--- src/core/hdcfg_pkg.sv ---
// Package: offset, field positions and reset values of the hub device configuration register
package hdcfg_pkg;
	// ****************************************
	// Register map
	// ****************************************
	localparam logic [7:0] DEVICE_CONFIGURATION_OFFSET = 8'h05;
	localparam int         STRING_WE_BIT               = 7;
	localparam int         SERIAL_WE_BIT               = 6;
	localparam int         LINK_LP_OFF_BIT             = 5;
	localparam int         RSVD_ONE_BIT                = 4;
	localparam int         GANGED_BIT                  = 3;
	localparam int         PWR_REPORT_OFF_BIT          = 2;
	localparam int         RSVD_RW_BIT                 = 1;
	localparam int         RSVD_ZERO_BIT               = 0;
	localparam logic       STRING_WE_RESET             = 1'b0;
	localparam logic       SERIAL_WE_RESET             = 1'b0;
	localparam logic       LINK_LP_OFF_RESET           = 1'b0;
	localparam logic       RSVD_ONE_VALUE              = 1'b1;
	localparam logic       RSVD_RW_RESET               = 1'b0;
	localparam logic       RSVD_ZERO_VALUE             = 1'b0;
	localparam int         NUM_PORTS                   = 4;

	// Strap capture sequencing
	typedef enum logic [1:0] {
		HDCFG_IN_RESET = 2'b00,
		HDCFG_SETTLE   = 2'b01,
		HDCFG_RUN      = 2'b11
	} hdcfg_strap_state_t;
endpackage

--- src/core/hdcfg_device_config.sv ---
// Hub device configuration register with strap capture and power-control steering
`timescale 1ns/1ps
module hdcfg_device_config #(
	parameter int NUM_PORTS = hdcfg_pkg::NUM_PORTS
) (
	input  wire logic                 clk_sys,
	input  wire logic                 resetn,
	input  wire logic                 eeprom_mode,
	input  wire logic                 load_strobe,
	input  wire logic [7:0]           load_addr,
	input  wire logic [7:0]           load_data,
	input  wire logic                 read_strobe,
	input  wire logic [7:0]           read_addr,
	output logic      [7:0]           read_data,
	input  wire logic                 gang_strap_pin,
	input  wire logic                 power_report_strap_pin,
	input  wire logic [NUM_PORTS-1:0] port_power_request,
	output logic      [NUM_PORTS-1:0] port_power_enable_pins,
	input  wire logic                 force_accept_seen,
	input  wire logic                 upstream_disconnect,
	output logic                      u1u2_allowed,
	output logic                      string_regs_write_enable,
	output logic                      serial_regs_write_enable,
	output logic                      power_status_report_on,
	output logic                      straps_valid
);
	// ****************************************
	// Strap synchronisers
	// ****************************************
	// Straps come from pins, so they pass two flops before capture
	// No reset here: the flops fill while reset is held, so the clock must
	// run for one cycle before release or the capture sees stale straps
	logic [1:0] strap_meta;
	logic [1:0] strap_sync;

	always_ff @(posedge clk_sys) begin
		strap_meta <= {gang_strap_pin, power_report_strap_pin};
		strap_sync <= strap_meta;
	end

	// ****************************************
	// Capture sequencer
	// ****************************************
	// One settle cycle after release; a load in the capture cycle still wins
	hdcfg_pkg::hdcfg_strap_state_t state;
	hdcfg_pkg::hdcfg_strap_state_t next_state;
	logic                          capture;

	always_comb begin
		case (state)
			hdcfg_pkg::HDCFG_IN_RESET: next_state = hdcfg_pkg::HDCFG_SETTLE;
			hdcfg_pkg::HDCFG_SETTLE:   next_state = hdcfg_pkg::HDCFG_RUN;
			hdcfg_pkg::HDCFG_RUN:      next_state = hdcfg_pkg::HDCFG_RUN;
			default:                   next_state = hdcfg_pkg::HDCFG_IN_RESET;
		endcase
	end

	assign capture      = (state == hdcfg_pkg::HDCFG_SETTLE);
	assign straps_valid = (state == hdcfg_pkg::HDCFG_RUN);

	always_ff @(posedge clk_sys or negedge resetn) begin
		if (!resetn) begin
			state <= hdcfg_pkg::HDCFG_IN_RESET;
		end else begin
			state <= next_state;
		end
	end

	// ****************************************
	// Register storage
	// ****************************************
	// Writable bits only; bits 4 and 0 are constants with no storage
	logic string_we;
	logic serial_we;
	logic link_low_power_off;
	logic ganged;
	logic power_status_report_off;
	logic rsvd_rw;
	logic hit_write;
	logic hit_read;
	logic [7:0] reg_value;

	assign hit_write = load_strobe && (load_addr == hdcfg_pkg::DEVICE_CONFIGURATION_OFFSET);
	assign hit_read  = read_strobe && (read_addr == hdcfg_pkg::DEVICE_CONFIGURATION_OFFSET);

	// A load arriving in the capture cycle is taken over the strap value
	always_ff @(posedge clk_sys or negedge resetn) begin
		if (!resetn) begin
			string_we               <= hdcfg_pkg::STRING_WE_RESET;
			serial_we               <= hdcfg_pkg::SERIAL_WE_RESET;
			link_low_power_off      <= hdcfg_pkg::LINK_LP_OFF_RESET;
			ganged                  <= 1'b0;
			power_status_report_off <= 1'b0;
			rsvd_rw                 <= hdcfg_pkg::RSVD_RW_RESET;
		end else if (hit_write) begin
			// Same path for EEPROM load and SMBus write
			string_we               <= load_data[hdcfg_pkg::STRING_WE_BIT];
			serial_we               <= load_data[hdcfg_pkg::SERIAL_WE_BIT];
			link_low_power_off      <= load_data[hdcfg_pkg::LINK_LP_OFF_BIT];
			ganged                  <= load_data[hdcfg_pkg::GANGED_BIT];
			power_status_report_off <= load_data[hdcfg_pkg::PWR_REPORT_OFF_BIT];
			rsvd_rw                 <= load_data[hdcfg_pkg::RSVD_RW_BIT];
		end else if (capture) begin
			ganged                  <= strap_sync[1];
			power_status_report_off <= strap_sync[0];
		end
	end

	always_comb begin
		reg_value                                  = 8'h00;
		reg_value[hdcfg_pkg::STRING_WE_BIT]        = string_we;
		reg_value[hdcfg_pkg::SERIAL_WE_BIT]        = serial_we;
		reg_value[hdcfg_pkg::LINK_LP_OFF_BIT]      = link_low_power_off;
		reg_value[hdcfg_pkg::RSVD_ONE_BIT]         = hdcfg_pkg::RSVD_ONE_VALUE;
		reg_value[hdcfg_pkg::GANGED_BIT]           = ganged;
		reg_value[hdcfg_pkg::PWR_REPORT_OFF_BIT]   = power_status_report_off;
		reg_value[hdcfg_pkg::RSVD_RW_BIT]          = rsvd_rw;
		reg_value[hdcfg_pkg::RSVD_ZERO_BIT]        = hdcfg_pkg::RSVD_ZERO_VALUE;
	end

	// Read data is registered; unmapped offsets read as zero
	always_ff @(posedge clk_sys or negedge resetn) begin
		if (!resetn) begin
			read_data <= 8'h00;
		end else if (read_strobe) begin
			read_data <= hit_read ? reg_value : 8'h00;
		end
	end

	// ****************************************
	// Steering outputs
	// ****************************************
	logic [NUM_PORTS-1:0] next_power;

	assign string_regs_write_enable = string_we;
	assign serial_regs_write_enable = serial_we;
	assign power_status_report_on   = !power_status_report_off;

	// Ganged mode with power status reporting on drives only the first pin, from any port's request
	genvar gi;
	generate
		for (gi = 0; gi < NUM_PORTS; gi++) begin : g_port
			if (gi == 0) begin : g_first
				assign next_power[gi] = (power_status_report_on && ganged) ?
					|port_power_request : port_power_request[gi];
			end else begin : g_rest
				assign next_power[gi] = (power_status_report_on && ganged) ?
					1'b0 : port_power_request[gi];
			end
		end
	endgenerate

	always_ff @(posedge clk_sys or negedge resetn) begin
		if (!resetn) begin
			port_power_enable_pins <= '0;
		end else begin
			port_power_enable_pins <= next_power;
		end
	end

	hdcfg_lpm_gate u_lpm_gate (
		.clk_sys             (clk_sys),
		.resetn              (resetn),
		.link_low_power_off  (link_low_power_off),
		.force_accept_seen   (force_accept_seen),
		.upstream_disconnect (upstream_disconnect),
		.u1u2_allowed        (u1u2_allowed)
	);
endmodule

--- src/core/hdcfg_lpm_gate.sv ---
// Link low-power permission gate with sticky force-accept latch
`timescale 1ns/1ps
module hdcfg_lpm_gate (
	input  wire logic clk_sys,
	input  wire logic resetn,
	input  wire logic link_low_power_off,
	input  wire logic force_accept_seen,
	input  wire logic upstream_disconnect,
	output logic      u1u2_allowed
);
	// ****************************************
	// Force accept latch
	// ****************************************
	// Latch stays set until power-on reset or upstream disconnect
	logic forced;
	logic next_forced;

	assign next_forced  = upstream_disconnect ? 1'b0 : (forced | force_accept_seen);
	assign u1u2_allowed = !link_low_power_off || forced;

	always_ff @(posedge clk_sys or negedge resetn) begin
		if (!resetn) begin
			forced <= 1'b0;
		end else begin
			forced <= next_forced;
		end
	end
endmodule

--- config.mk ---
export PLATFORM = sky130hd
export DESIGN_NAME = hdcfg_device_config
export DESIGN_NICKNAME = d
export VERILOG_FILES = /design/src/core/hdcfg_pkg.sv /design/src/core/hdcfg_device_config.sv /design/src/core/hdcfg_lpm_gate.sv
export SDC_FILE = /design/constraint.sdc
export NUM_CORES = 1
export LEC_CHECK = 0
export BUFFER_PORTS_ARGS = -buffer_cell sky130_fd_sc_hd__buf_2
export CORE_UTILIZATION = 41
export DETAILED_ROUTE_END_ITERATION = 8
export HOLD_SLACK_MARGIN = 0.03
export PLACE_DENSITY = 0.86
export SYNTH_ARGS = -nofsm -noshare
export SYNTH_HDL_FRONTEND = slang
export SYNTH_HIERARCHICAL = 1
export SYNTH_SLANG_ARGS = --single-unit
--- constraint.sdc ---
create_clock -name clk_sys -period 1.4 [get_ports clk_sys]
set_input_delay 0.07 -clock clk_sys [delete_from_list [all_inputs] [get_ports clk_sys]]
set_output_delay 0.07 -clock clk_sys [all_outputs]
set_load 0.05 [all_outputs]
Word level (Yosys, flattened, before mapping)
Index checks and enable logic that the tools add are counted.

word-level totals
  bits in registers = 25
  output and inout bits = 17
  word-level logic and storage cells = 38
  memory bits (writable) = 0
  memories = 0
  bits in read-only memories = 0
  latch bits = 0

operators by class
  add/subtract/negate cells = 0
  shift operators = 0
  order comparisons = 0
  $mul = 0
  divide/modulo/power cells = 0
  mux-type cells = 11
  reductions and logical operators = 10
  bitwise logic cells = 1
  equal/unequal tests = 4

operators with widths
  operator                                                          number
  8-bit by 3-bit == test with 1-bit output (second input constant)  2
  1-bit 2-to-1 mux                                                  9
  8-bit 2-to-1 mux                                                  1
  2-bit case mux with 2 select lines                                1
  4-bit OR reduction                                                1
  1-bit logical AND                                                 3
  2-bit by 1-bit == test with 1-bit output (second input constant)  1
  2-bit == test (second input constant)                             1
  1-bit logical NOT                                                 2
  2-bit logical NOT                                                 1
  2-bit nonzero test                                                1
  2-bit OR reduction                                                1
  1-bit logical OR                                                  1
  1-bit bitwise OR                                                  1

Logic depth before layout (Yosys ltp)
  word-level depth = 3
  depth in mapped cells = 4
  mapped depth without buffers = 3

Hierarchy
The synthesis kept the hierarchy.

by module, submodules not included
  module               cells each  times used  area an instance (um^2)
  hdcfg_device_config  59          1           868.3
  hdcfg_lpm_gate       3           1           41.3

Least setup slack after synthesis
OpenSTA, ideal clock, no wires.

  kind = register to register
  start = register state[1]
  end = register ganged
  period minus slack after synthesis = 1228 ps
  arrival time = 1103 ps
  buffers on the path = 0
  setup time = 125 ps
  cell stages (with the launch flop) = 4
  data required time = 1275 ps
  setup slack = 172 ps
  cells stage by stage = dfrtp_1 -> nor2b_1 -> mux2_2 -> mux2_2

between the ends
  longest elaborated chain between the ends = 2

ends and longest elaborated chain
  what                                      line                        RTL
  start, declared                           hdcfg_device_config.sv:45   hdcfg_pkg::hdcfg_strap_state_t state;
  start signal, assigned                    hdcfg_device_config.sv:63   state <= hdcfg_pkg::HDCFG_IN_RESET;
  start signal, assigned                    hdcfg_device_config.sv:65   state <= next_state;
  2-bit by 1-bit == test with 1-bit output  hdcfg_device_config.sv:58   assign capture = (state == hdcfg_pkg::HDCFG_SETTLE);
  2-bit nonzero test (no source line)       n/a
  end signal, assigned                      hdcfg_device_config.sv:100  ganged <= load_data[hdcfg_pkg::GANGED_BIT];
  end signal, assigned                      hdcfg_device_config.sv:104  ganged <= strap_sync[1];
  end, declared                             hdcfg_device_config.sv:76   logic ganged;

Every way passes these cells.
A chain may end at the register's enable or synchronous reset.

Final worst setup path
  start = input port port_power_request[1]
  end = register port_power_enable_pins[0]

between the ends
  longest elaborated chain between the ends = 2

ends and longest elaborated chain
  what                  line                        RTL
  start, declared       hdcfg_device_config.sv:17   input wire logic [NUM_PORTS-1:0] port_power_request,
  4-bit OR reduction    hdcfg_device_config.sv:145  |port_power_request : port_power_request[gi];
  1-bit 2-to-1 mux      hdcfg_device_config.sv:144  assign next_power[gi] = (power_status_report_on && ganged) ?
  via next_power[0]     hdcfg_device_config.sv:133  logic [NUM_PORTS-1:0] next_power;
  end signal, assigned  hdcfg_device_config.sv:157  port_power_enable_pins <= next_power;
  end, declared         hdcfg_device_config.sv:18   output logic [NUM_PORTS-1:0] port_power_enable_pins,

The timed path passes the listed nets, and every way through them passes these cells.

==> impl_metrics.py <==
metrics = {
    "run_status": {
        "outcome": "finished clean",
    },
    "sta": {
        "finalSetupViolCount": 0,
        "slew_violations": 0,
        "fin_worst_skew_ns": 0.00803,
        "hold_viol": 0,
        "fin_tns_setup_ns": 0,
        "fmaxAchievable_mhz": 746,
        "whs_ns": 0.182,
        "timing.final.crit_share_pct": 95.7,
        "rsz0062_at_grt": "no",
        "fin_crit_ns": 1.34,
    },
    "routing": {
        "drc_errors": 0,
        "drtIter0Drc": 2,
        "viasPerCell": 4.65,
        "drt-wirelength-per-cell_um": 12.8,
        "vias": 725,
        "antenna_left": 0,
        "routed_wl_mm": 1.99,
        "first_pass_iters": 2,
    },
    "clock_network": {
        "path_clk_slew_ns": 0.13,
        "cts_max_level": 1,
        "cts_tree": "done",
        "numClockSinks": 24,
        "clock_latency_ns": 0.30,
        "cts-root-buf": "clkbuf_4",
        "cts_buffer_depth": 2,
        "cts_buffers": 3,
    },
    "yosys": {
        "synth_cell_types": 22,
        "synth-seq-cells": 24,
        "syn_area_um2": 910,
        "syn_area_per_cell_um2": 14.7,
        "async_flop_share_pct": 83.3,
        "ys_top_cells_by_area": "dfrtp_1 (55%), mux2_2 (9.9%), dfxtp_1 (8.8%)",
        "synth_ff_type": "dfrtp_1",
        "syn_nets": 99,
        "synth_top_area_cell": "dfrtp_1",
        "yosysMostFrequentCell": "dfrtp_1",
        "synth.top_cell.area_share_pct": 55.0,
        "netlist_top_cells_count": "dfrtp_1 (20), mux2_2 (8), a22o_1 (6)",
        "yosys_warnings": 6,
        "synth_edf_count": 0,
        "synthCells": 62,
        "ys_seq_area_share_pct": 63.8,
    },
    "cells_and_area": {
        "fin_nets": 167,
        "area_growth_pct": 51.6,
        "drive_gt1_share_pct": 50.4,
        "antenna-diode-count": 0,
    },
    "setup_path": {
        "cp-start-kind": "input pin",
        "crit_chain": "dlygate4sd3_1, buf_2, nor3_1, o21bai_1, dlygate4sd3_1",
        "end_kind": "flip-flop",
        "cp.arrival_ns": 1.54,
        "cp_max_fo": 2,
        "crit_path_top_delay_cell": "dlygate4sd3_1",
        "required_ns": 1.60,
        "crit_top_cell": "dlygate4sd3_1",
        "critical_path_class": "input pin to flip-flop",
        "slowest_delay_ns": 0.55,
    },
    "pwr": {
        "p_switching_uw": 311,
        "intPower_uw": 976,
        "ir_drop_mv": 0.644,
        "clkPwrFrac_pct": 26.9,
        "swShare_pct": 24.2,
        "pwr-share-seq_pct": 56.6,
        "leakagePower_nw": 0.751,
        "p_comb_share_pct": 16.5,
        "p_per_area_nw_per_um2": 933,
    },
    "floorplanning": {
        "ios": 54,
        "die_y_um": 49.1,
        "die_area_um2": 2410,
        "start_util_pct": 45.0,
        "dieWidth_um": 49.1,
        "rows": 16,
        "core_area_um2": 2020,
    },
    "placed_design": {
        "place_congestion": 0.670,
        "io_buffers": 49,
    },
    "global_route": {
        "grt_max_degree": 21,
        "grt_first_pass_wirelength_mm": 3.31,
        "track_usage_pct": 18.0,
        "grt_pass1_vias": 799,
        "antenna_found_initial": 0,
        "gr-total-overflow": 0,
    },
    "job": {
        "maxCapViolations": 0,
    },
    "hold_path": {
        "min_path_type": "input pin to flip-flop",
    },
}
[cell families after synthesis]
logic type	share of synthesized area, %
AOI/OAI and AO/OA	8.53
other	0.412
buffers and inverters	2.61
and+or+nand+nor	14.7
muxes	9.90
DFF	63.8
[power groups by stage]
| stage | Clock [mW] | Combinational, mW | Sequential [mW] |
|---|---|---|---|
| final | 0.346 | 0.212 | 0.729 |
| after global routing | 0.393 | 0.228 | 0.732 |
| after CTS | 0.356 | 0.208 | 0.729 |
| after detailed placement | 0 | 0.172 | 0.742 |
| after global placement | 0 | 0.168 | 0.741 |
| after floorplan | 0 | 0.0576 | 0.778 |
[layer usage]
metal	global-route usage (%)	up-vias	part of all wire (%)
met5	0	-	0
met4	4.41	0	1.6
met3	4.36	4	5.2
met2	35.2	36	54
met1	18.7	336	39
li1	-	349	-
[area by class of cell]
class | count | area, µm²
tap | 27 | 33.8
inverter | 2 | 7.51
multi-input combinational | 33 | 308
clock buffer | 4 | 36.3
sequential | 24 | 581
fill | 155 | 643
timing repair buffer | 66 | 413
[worst max-delay path, delay by kind of cell]
family	cells	cell delay, ns
and+or+nand+nor	1	0.18
buffers and inverters	3	1.22
AOI/OAI and AO/OA	1	0.08
[placed cells by master, fill, tap and decap left out, drive strengths merged, types with 2 or more instances in the layout]
| master | Yosys | routed |
|---|---|---|
| a22o | 6 | 6 |
| nor3b | 2 | 2 |
| and2 | 4 | 4 |
| dlygate4sd3 | 0 | 16 |
| buf | 2 | 50 |
| nand2b | 2 | 2 |
| clkbuf | 1 | 4 |
| nor4b | 2 | 2 |
| inv | 2 | 2 |
| dfxtp | 4 | 4 |
| mux2 | 8 | 8 |
| dfrtp | 20 | 20 |
[flip-flops by register name, indices dropped and copies added, names as in the netlist, 2 cells and up]
name / count
port_power_enable_pins: 4
read_data: 7
state: 2
strap_meta: 2
strap_sync: 2
[repair_timing]
| action | 4_1_cts | 5_1_grt |
|---|---|---|
| endpoints found under the hold margin | 33 | 0 |
| resized for setup | 0 | 1 |
| hold buffers | 16 | 0 |
| setup endpoints to repair | 0 | 3 |
| setup buffers | 0 | 1 |
[worst paths after layout]
path                                       start                             endpoint  slack [ns]  depth (start not counted)
max in group asynchronous                 resetn                   state[1]$_DFF_PN0_        0.88                          2
max reg2reg                   state[0]$_DFF_PN0_  power_status_report_off$_DFFE_PN0P_        0.11                          3
max                        port_power_request[1]  port_power_enable_pins[0]$_DFF_PN0_        0.06                          5
min reg2reg                strap_meta[1]$_DFF_P_                strap_sync[1]$_DFF_P_        0.34                          0
min in group asynchronous                 resetn             read_data[1]$_DFFE_PN0P_        0.22                          2
min                                  read_strobe             read_data[4]$_DFFE_PN0P_        0.18                          3
[stage by stage]
stage	utilization [%]	worst slack (ns)	total power, mW	instance area, µm²	instances
2_1_floorplan	-	0.172	0.836	910	62
3_3_place_gp	58.0	0.139	0.909	1170	135
3_5_place_dp	58.0	0.0915	0.914	1170	135
4_1_cts	67.7	0.0436	1.29	1370	155
5_1_grt	68.2	0.000373	1.35	1380	156
6_report	68.2	0.0598	1.29	1380	156
Note: power is estimated with default switching activity, not from simulation.
